`config.mk`:
```
export PLATFORM = sky130hd
export DESIGN_NAME = par_restart_ctrl
export DESIGN_NICKNAME = d
export VERILOG_FILES = /design/src/par_pkg.sv /design/src/par_blank_if.sv /design/src/par_restart_ctrl.sv /design/src/par_blank_timer.sv
export VERILOG_INCLUDE_DIRS = /design/src
export SDC_FILE = /design/constraint.sdc
export NUM_CORES = 1
export LEC_CHECK = 0
export BUFFER_PORTS_ARGS = -buffer_cell sky130_fd_sc_hd__buf_4
export CORE_ASPECT_RATIO = 0.7
export CORE_MARGIN = 2
export CORE_UTILIZATION = 48
export DETAILED_ROUTE_END_ITERATION = 8
export PLACE_DENSITY = 0.85
export SETUP_SLACK_MARGIN = 0.5
export SLEW_MARGIN = 40
export SYNTH_ARGS = -nofsm -noshare
export SYNTH_HDL_FRONTEND = slang
export SYNTH_HIERARCHICAL = 1
export SYNTH_SLANG_ARGS = --single-unit
```
`constraint.sdc`:
```
create_clock -name clk -period 7.8 [get_ports clk]
set_clock_uncertainty 0.2 [all_clocks]
set_input_delay 1.56 -clock clk [delete_from_list [all_inputs] [get_ports clk]]
set_output_delay 1.56 -clock clk [all_outputs]
set_load 0.05 [all_outputs]
```
`src/par_cfg.svh`:
```
// Constants for the protection auto-restart controller
`ifndef PAR_CFG_SVH
`define PAR_CFG_SVH

// ----------------------------------------
// Timing
// ----------------------------------------
`define PAR_CLK_HZ 25000000
`define PAR_BLANK_MS 20
`define PAR_BLANK_CYCLES ((`PAR_BLANK_MS * `PAR_CLK_HZ) / 1000)
`define PAR_SPIKE_US 30
`define PAR_SPIKE_CYCLES ((`PAR_SPIKE_US * `PAR_CLK_HZ + 999999) / 1000000)
`define PAR_BROWN_US 30
`define PAR_BROWN_CYCLES ((`PAR_BROWN_US * `PAR_CLK_HZ + 999999) / 1000000)
`define PAR_EXT_COUNT 256

// ----------------------------------------
// Register map
// ----------------------------------------
`define PAR_ADDR_CTRL 8'h00
`define PAR_ADDR_STATUS 8'h04
`define PAR_ADDR_EXTCNT 8'h08
`define PAR_CTRL_ENABLE_BIT 0
`define PAR_CTRL_RESET 1'h1

`endif

```
`src/par_pkg.sv`:
```
// Types for the protection auto-restart controller
package par_pkg;
   typedef enum logic [2:0] {MODE_NONE, MODE_AR, MODE_NSAR, MODE_OSAR,
      MODE_OSNS} par_mode_e;
   typedef enum logic [1:0] {ST_NORMAL, ST_WAIT_OFF, ST_RECHARGE,
      ST_RUN} par_state_e;
   typedef enum logic [2:0] {BL_IDLE, BL_BUILTIN, BL_DISCH, BL_CHARGE,
      BL_DONE, BL_TRIPPED} par_blank_e;
endpackage

```
`src/par_blank_if.sv`:
```
// Signals between the restart sequencer and the blanking timer
`timescale 1ns/1ns
`default_nettype none
interface par_blank_if;
   logic overload;
   logic pinHigh;
   logic pinLow;
   logic clear;
   logic chargeSwitch;
   logic dischargeSwitch;
   logic extDone;
   logic trip;
   logic [8:0] extCount;
   modport ctrl (output overload, pinHigh, pinLow, clear,
      input chargeSwitch, dischargeSwitch, extDone, trip, extCount);
   modport blank (input overload, pinHigh, pinLow, clear,
      output chargeSwitch, dischargeSwitch, extDone, trip, extCount);
endinterface
`default_nettype wire

```
`src/par_restart_ctrl.sv`:
```
// Protection auto-restart sequencer with a Wishbone register port
//
// The address map and register access over Wishbone were chosen for this implementation.
`timescale 1ns/1ns
`default_nettype none
`include "par_cfg.svh"
// Function
// - Four restart variants, each selected by one or more fault sources
// - Odd-skip odd cycles: no evaluation, no switching
// - Odd-skip even cycles evaluate, switch, resume there
// - Odd-skip non-switching: even cycles evaluate, never switch
// - Startup overvoltage plus overload in soft start
// - Hard overvoltage enters odd-skip restart from normal run with the enable bit set
// - Over-temperature enters odd-skip non-switching restart
// - Supply lockout off gives plain auto restart
// - External protect input gives non-switching restart
// - Brownout held 30 us gives non-switching restart
// - Overload starts 20 ms built-in blanking timer
// - Extended cycle: discharge, charge, count
// - Count 256 stops, spike delay, odd-skip restart
// - Brownout restart cycles issue no switching pulses
module par_restart_ctrl
#(
   parameter int BUILTIN_CYCLES = `PAR_BLANK_CYCLES
)
(
   input wire logic clk,
   input wire logic reset_n,
   input wire logic wb_cyc_i,
   input wire logic wb_stb_i,
   input wire logic wb_we_i,
   input wire logic [7:0] wb_adr_i,
   input wire logic [3:0] wb_sel_i,
   input wire logic [31:0] wb_dat_i,
   output logic [31:0] wb_dat_o,
   output logic wb_ack_o,
   input wire logic supplyOk,
   input wire logic startupOvervoltage,
   input wire logic hardOvervoltage,
   input wire logic overTemp,
   input wire logic extProtectLow,
   input wire logic brownoutLow,
   input wire logic softStartActive,
   input wire logic overloadComparator,
   input wire logic pinHighComparator,
   input wire logic pinLowComparator,
   output logic gateEnable,
   output logic startupCellOn,
   output logic chargeSwitch,
   output logic dischargeSwitch,
   output logic extBlankDone,
   output logic cycleOdd,
   output par_pkg::par_mode_e protectMode
);
   import par_pkg::*;

   par_blank_if blk ();

   par_state_e state_reg;
   par_state_e state_next;
   par_mode_e mode_reg;
   par_mode_e mode_next;
   logic oddCycle_reg;
   logic oddCycle_next;
   logic gate_reg;
   logic gate_next;
   logic supplyPrev_reg;
   logic [9:0] brownCnt_reg;
   logic brownQual_reg;
   logic enable_reg;
   logic ack_reg;
   logic [31:0] rdata_reg;

   // ----------------------------------------
   // Fault decode
   // ----------------------------------------
   // Supply lockout edges frame each restart cycle
   wire lockoutOff = supplyPrev_reg && !supplyOk;
   wire lockoutOn = !supplyPrev_reg && supplyOk;
   wire ovpStart = startupOvervoltage && overloadComparator
      && softStartActive;
   wire osarFault = hardOvervoltage || ovpStart || blk.trip;
   wire nsarFault = extProtectLow || brownQual_reg;
   wire anyFault = osarFault || overTemp || nsarFault;
   // One variant per source, most severe first
   wire par_mode_e faultMode = osarFault ? MODE_OSAR :
      overTemp ? MODE_OSNS : MODE_NSAR;
   wire oddSkipMode = mode_reg == MODE_OSAR || mode_reg == MODE_OSNS;
   wire switchMode = mode_reg == MODE_AR || mode_reg == MODE_OSAR;
   wire skipCycle = oddSkipMode && oddCycle_reg;
   // Fault of the latched source still present at evaluation
   wire stillFaulty = mode_reg == MODE_OSAR ?
      (hardOvervoltage || overloadComparator) :
      mode_reg == MODE_OSNS ? overTemp :
      mode_reg == MODE_NSAR ? nsarFault : 1'b0;

   // ----------------------------------------
   // Restart sequencer
   // ----------------------------------------
   always_comb
   begin
      state_next = state_reg;
      mode_next = mode_reg;
      oddCycle_next = oddCycle_reg;
      gate_next = gate_reg;
      case (state_reg)
         ST_NORMAL:
            if (lockoutOff)
            begin
               state_next = ST_RECHARGE;
               mode_next = MODE_AR;
               oddCycle_next = 1'b1;
               gate_next = 1'b0;
            end
            else if (enable_reg && anyFault)
            begin
               state_next = ST_WAIT_OFF;
               mode_next = faultMode;
               gate_next = 1'b0;
            end
         ST_WAIT_OFF:
            if (lockoutOff)
            begin
               state_next = ST_RECHARGE;
               oddCycle_next = 1'b1;
            end
         ST_RECHARGE:
            if (lockoutOn)
            begin
               if (skipCycle)
                  state_next = ST_RUN;
               else if (!stillFaulty)
               begin
                  state_next = ST_NORMAL;
                  mode_next = MODE_NONE;
                  oddCycle_next = 1'b0;
                  gate_next = 1'b1;
               end
               else
               begin
                  state_next = ST_RUN;
                  gate_next = switchMode;
               end
            end
         ST_RUN:
            if (lockoutOff)
            begin
               state_next = ST_RECHARGE;
               oddCycle_next = !oddCycle_reg;
               gate_next = 1'b0;
            end
         default: state_next = ST_NORMAL;
      endcase
   end

   // Sequencer registers
   always_ff @(posedge clk or negedge reset_n)
   begin
      if (!reset_n)
      begin
         state_reg <= ST_NORMAL;
         mode_reg <= MODE_NONE;
         oddCycle_reg <= 1'b0;
         gate_reg <= 1'b0;
         supplyPrev_reg <= 1'b1; // Idle level: no false supply edge
      end
      else
      begin
         state_reg <= state_next;
         mode_reg <= mode_next;
         oddCycle_reg <= oddCycle_next;
         gate_reg <= gate_next;
         supplyPrev_reg <= supplyOk;
      end
   end

   // Brownout must stay low for the qualification time
   always_ff @(posedge clk or negedge reset_n)
   begin
      if (!reset_n)
      begin
         brownCnt_reg <= 10'h0;
         brownQual_reg <= 1'b0;
      end
      else
      begin
         brownCnt_reg <= !brownoutLow ? 10'h0 :
            brownQual_reg ? brownCnt_reg : brownCnt_reg + 10'h1;
         brownQual_reg <= brownoutLow &&
            brownCnt_reg >= 10'(`PAR_BROWN_CYCLES - 1);
      end
   end

   // ----------------------------------------
   // Blanking timer
   // ----------------------------------------
   assign blk.overload = overloadComparator;
   assign blk.pinHigh = pinHighComparator;
   assign blk.pinLow = pinLowComparator;
   assign blk.clear = state_reg != ST_NORMAL;

   par_blank_timer #(.BUILTIN_CYCLES(BUILTIN_CYCLES)) blank_u
   (
      .clk(clk),
      .reset_n(reset_n),
      .bus(blk)
   );

   // Pin outputs
   assign gateEnable = gate_reg;
   assign startupCellOn = state_reg == ST_RECHARGE;
   assign chargeSwitch = blk.chargeSwitch;
   assign dischargeSwitch = blk.dischargeSwitch;
   assign extBlankDone = blk.extDone;
   assign cycleOdd = oddCycle_reg;
   assign protectMode = mode_reg;

   // ----------------------------------------
   // Wishbone slave
   // ----------------------------------------
   wire request = wb_cyc_i && wb_stb_i;
   wire ctrlWrite = request && ack_reg && wb_we_i && wb_sel_i[0]
      && wb_adr_i == `PAR_ADDR_CTRL;
   wire [31:0] statusWord = {22'h0, blk.extDone, brownQual_reg, gate_reg,
      oddCycle_reg, state_reg, 1'b0, mode_reg};
   wire [31:0] readMux = wb_adr_i == `PAR_ADDR_CTRL ? {31'h0, enable_reg} :
      wb_adr_i == `PAR_ADDR_STATUS ? statusWord :
      wb_adr_i == `PAR_ADDR_EXTCNT ? {23'h0, blk.extCount} : 32'h0;

   // Ack one cycle after the request; write lands on the ack edge
   always_ff @(posedge clk or negedge reset_n)
   begin
      if (!reset_n)
      begin
         ack_reg <= 1'b0;
         rdata_reg <= 32'h0;
         enable_reg <= `PAR_CTRL_RESET;
      end
      else
      begin
         ack_reg <= request && !ack_reg;
         if (request && !ack_reg)
            rdata_reg <= readMux;
         if (ctrlWrite)
            enable_reg <= wb_dat_i[`PAR_CTRL_ENABLE_BIT];
      end
   end

   assign wb_ack_o = ack_reg;
   assign wb_dat_o = rdata_reg;
endmodule
`default_nettype wire

```
`src/par_blank_timer.sv`:
```
// Overload blanking: built-in timer, extended counter and spike delay
`timescale 1ns/1ns
`default_nettype none
`include "par_cfg.svh"
module par_blank_timer
#(
   parameter int BUILTIN_CYCLES = `PAR_BLANK_CYCLES
)
(
   input wire logic clk,
   input wire logic reset_n,
   par_blank_if.blank bus
);
   import par_pkg::*;

   par_blank_e state_reg;
   par_blank_e state_next;
   logic [19:0] builtinCnt_reg;
   logic [19:0] builtinCnt_next;
   logic [8:0] extCount_reg;
   logic [8:0] extCount_next;
   logic [9:0] spikeCnt_reg;
   logic [9:0] spikeCnt_next;

   // ----------------------------------------
   // Sequencing
   // ----------------------------------------
   // Dropped overload or clear request zeroes all counters
   wire abort = !bus.overload || bus.clear;
   wire builtinEnd = builtinCnt_reg == 20'(BUILTIN_CYCLES - 1);
   wire lastCharge = extCount_reg == 9'(`PAR_EXT_COUNT - 1);
   wire spikeEnd = spikeCnt_reg == 10'(`PAR_SPIKE_CYCLES - 1);

   // Next state and counter values
   always_comb
   begin
      state_next = state_reg;
      builtinCnt_next = builtinCnt_reg;
      extCount_next = extCount_reg;
      spikeCnt_next = spikeCnt_reg;
      if (abort)
      begin
         state_next = BL_IDLE;
         builtinCnt_next = 20'h0;
         extCount_next = 9'h0;
         spikeCnt_next = 10'h0;
      end
      else
      begin
         case (state_reg)
            BL_IDLE: state_next = BL_BUILTIN;
            BL_BUILTIN:
               if (builtinEnd)
                  state_next = BL_DISCH;
               else
                  builtinCnt_next = builtinCnt_reg + 20'h1;
            BL_DISCH:
               if (bus.pinLow)
                  state_next = BL_CHARGE;
            BL_CHARGE:
               if (bus.pinHigh)
               begin
                  extCount_next = extCount_reg + 9'h1;
                  state_next = lastCharge ? BL_DONE : BL_DISCH;
               end
            BL_DONE:
               if (spikeEnd)
                  state_next = BL_TRIPPED;
               else
                  spikeCnt_next = spikeCnt_reg + 10'h1;
            BL_TRIPPED: state_next = BL_TRIPPED;
            default: state_next = BL_IDLE;
         endcase
      end
   end

   // State and counters
   always_ff @(posedge clk or negedge reset_n)
   begin
      if (!reset_n)
      begin
         state_reg <= BL_IDLE;
         builtinCnt_reg <= 20'h0;
         extCount_reg <= 9'h0;
         spikeCnt_reg <= 10'h0;
      end
      else
      begin
         state_reg <= state_next;
         builtinCnt_reg <= builtinCnt_next;
         extCount_reg <= extCount_next;
         spikeCnt_reg <= spikeCnt_next;
      end
   end

   // Switch and status decode
   assign bus.dischargeSwitch = state_reg == BL_DISCH;
   assign bus.chargeSwitch = state_reg == BL_CHARGE;
   assign bus.extDone = state_reg == BL_DONE || state_reg == BL_TRIPPED;
   assign bus.trip = state_reg == BL_DONE && spikeEnd && !abort;
   assign bus.extCount = extCount_reg;
endmodule
`default_nettype wire

```
==> results.cfg <==
[run_status]
status = complete, no violations

[clocking]
cts_made_buffers = 9
cts.path.max_buffers = 2
clock_latency_ns = 0.33
clock_sinks = 73
postCtsSetupRepairBufs = 0
cts_tree = built
cts-root-buf = clkbuf_16
cts-htree-levels = 3
clk_pin_slew_ns = 0.06
cts_hold_buffers = 0
ctsResizeCount = 0

[final_layout]
final_common_cell = dfrtp_1
drive_gt1_share_pct = 16.80
final_cell_mix = dfrtp_1 (71), nand2_1 (52), buf_4 (44)
nets = 550
nFillCells = 720
seqCellArea_sq_um = 1829
multiInputGateArea_sq_um = 2140
fin_cells = 608
largest_reg_flops = 20
diodes = 0
synthToLayoutAreaGrowth_pct = 15.73

[power_and_ir_drop]
p_clk_share_pct = 43.7
intPower_w = 0.0007607
p_comb_share_pct = 17.5
powerDensity_nw_per_um2 = 225.3
swShare_pct = 30.27
p_seq_share_pct = 38.7
ir_drop_mv = 0.1111
power.switching_w = 0.0003301
p_leak_nw = 2.085

[sta]
setup_viol_count_final = 0
final_hold_viol_count = 0
fin_crit_sh_pct = 48.63
max_clock_freq_ghz = 0.2636
fin_hold_ws_ns = 0.2880
finalCriticalPeriod_ns = 3.793
max_slew_margin_pct = 51.69
drv_slew = 0
fin_setup_tns_ns = 0
worstMarginPinSlew_ns = 0.7198
rsz0062_at_grt = false

[drt]
top_layer = met4
vias = 3454
met3WireLength_um = 585
ant_nets = 0
drt_wl_total_um = 9414
initialDrtViolationCount = 363
drt-pass1-iter-count = 5
post_drt_wl_per_cell_um = 15.48
dr_wl_met2_um = 4408
met1_length_um = 4326
via_per_inst = 5.681
drcViolationCount = 0

[yosys]
ys_warn_count = 6
ys_ff_latch = 73
synth_edf_count = 0
synthesis.area_sq_um = 4183
synth_top_area_share_pct = 42.48
ys_seq_area_share_pct = 43.73
syn_inst = 449
synth-main-ff-cell = dfrtp_1
yosysUniqueCellTypes = 70
synthTopCellsByArea = dfrtp_1 (42%), nand2_1 (4.7%), buf_4 (3.9%)
yosys.area.top_type = dfrtp_1
syn_avg_cell_area_sq_um = 9.316
async_reset_ff_share_pct = 100.0

[floorplan]
rows = 28
die_y_um = 82.10
core_area_sq_um = 8443
die_w_um = 115.6
start_util_pct = 49.54
io-pin-count = 101
die-area_sq_um = 9489

[grt]
antenna_found_initial = 0
grt_max_degree = 74
grt_overflow = 0
first_global_vias = 3213
grt_pass1_wl_um = 15320
grt_usage_pct = 20.53

[place]
hpwl_um = 6324
port_buffers = 44
gp_congestion = 0.9010
placed_cells = 592

[worst_setup_path]
end_kind = register
crit_fanout = 41
startpoint = overloadComparator
criticalPathCategory = in -> reg
cp.arrival_ns = 3.81
r2r_start = state_reg[1]$_DFFE_PN0P_
cp.required_ns = 7.82
start_kind = primary input

[hold_path]
hold_class = reg -> reg
worstHoldStart = wb_dat_o[0]$_DFFE_PN0P_

[flow_run]
maxCapViolCount = 0
-- path summary, 6_finish.rpt --
path / slack [ns] / end / cells past startpoint
min reg2reg: 0.29 / wb_dat_o[0]$_DFFE_PN0P_ / 2
max: 4.01 / gateEnable$_DFFE_PN0P_ / 9
min in group asynchronous: 1.04 / blank_u/spikeCnt_reg[3]$_DFFE_PN0P_ / 1
max in group asynchronous: 5.92 / wb_dat_o[6]$_DFFE_PN0P_ / 1
max reg2reg: 4.57 / gateEnable$_DFFE_PN0P_ / 10
min: 0.29 / wb_dat_o[0]$_DFFE_PN0P_ / 2
-- critical path, stage by stage --
cell	delay [ns]
buf_4	0.13
nand2b_1	0.08
buf_4	0.39
nor4_1	0.19
a311o_1	0.37
or4b_1	0.47
a31oi_1	0.25
a211oi_1	0.09
mux2_2	0.28
-- power by group through the flow --
stage / combinational (W) / sequential [W] / clock [W]
floorplan: 0.000128 / 0.000440 / 0
finish: 0.000191 / 0.000423 / 0.000477
global route: 0.000207 / 0.000425 / 0.000499
global placement: 0.000184 / 0.000427 / 0
CTS: 0.000190 / 0.000421 / 0.000480
detailed placement: 0.000189 / 0.000428 / 0
-- cell families (layout without fill, tap and decap cells) --
group | count (synthesis) | in the layout | share of synthesized area, %
and+or+nand+nor | 202 | 202 | 26.92
DFF | 73 | 73 | 43.73
muxes | 7 | 7 | 1.765
buffers and inverters | 53 | 71 | 7.179
AOI/OAI and AO/OA | 81 | 81 | 12.89
other | 1 | 22 | 0.08965
xor gates and xnor gates | 24 | 24 | 5.025
adders and majority gates | 8 | 8 | 2.393
-- metal layers --
layer  vias to the layer above  GRT usage, %
met3                        14         5.693
met5                         -             0
met4                         0         4.699
met1                      1666         27.86
met2                       136         33.10
li1                       1638             -
-- through the flow --
| stage | util, % | setup WS [ns] | power, W | area [sq um] |
|---|---|---|---|---|
| 2_1_floorplan | - | 4.286 | 0.0005681 | 4262 |
| 3_3_place_gp | 53.14 | 3.758 | 0.0006107 | 4487 |
| 3_5_place_dp | 53.27 | 3.725 | 0.0006178 | 4498 |
| 4_1_cts | 57.34 | 4.055 | 0.001092 | 4841 |
| 5_1_grt | 57.34 | 3.915 | 0.001132 | 4841 |
| 6_report | 57.34 | 4.007 | 0.001091 | 4841 |
-- synthesized netlist by cell type, types with 8 or more instances --
master / instances
dfrtp_1: 71
or4_1: 8
and2_1: 8
a21oi_1: 22
nor2_1: 36
clkbuf_1: 14
nand3_1: 16
inv_1: 10
nand2_1: 52
or3_1: 9
xor2_1: 18
ha_1: 8
a22oi_1: 8
nand4_1: 15
o21ai_0: 14
buf_4: 22
-- cell type report --
cell class                 instances  area share, %
clock inverter                     7          2.430
sequential                        73          37.79
inverter                          10         0.7754
clock buffer                       9          4.652
timing repair buffer              45          7.056
multi-input combinational        344          44.20
tap                              120          3.102
(Power assumes the default switching activity.)
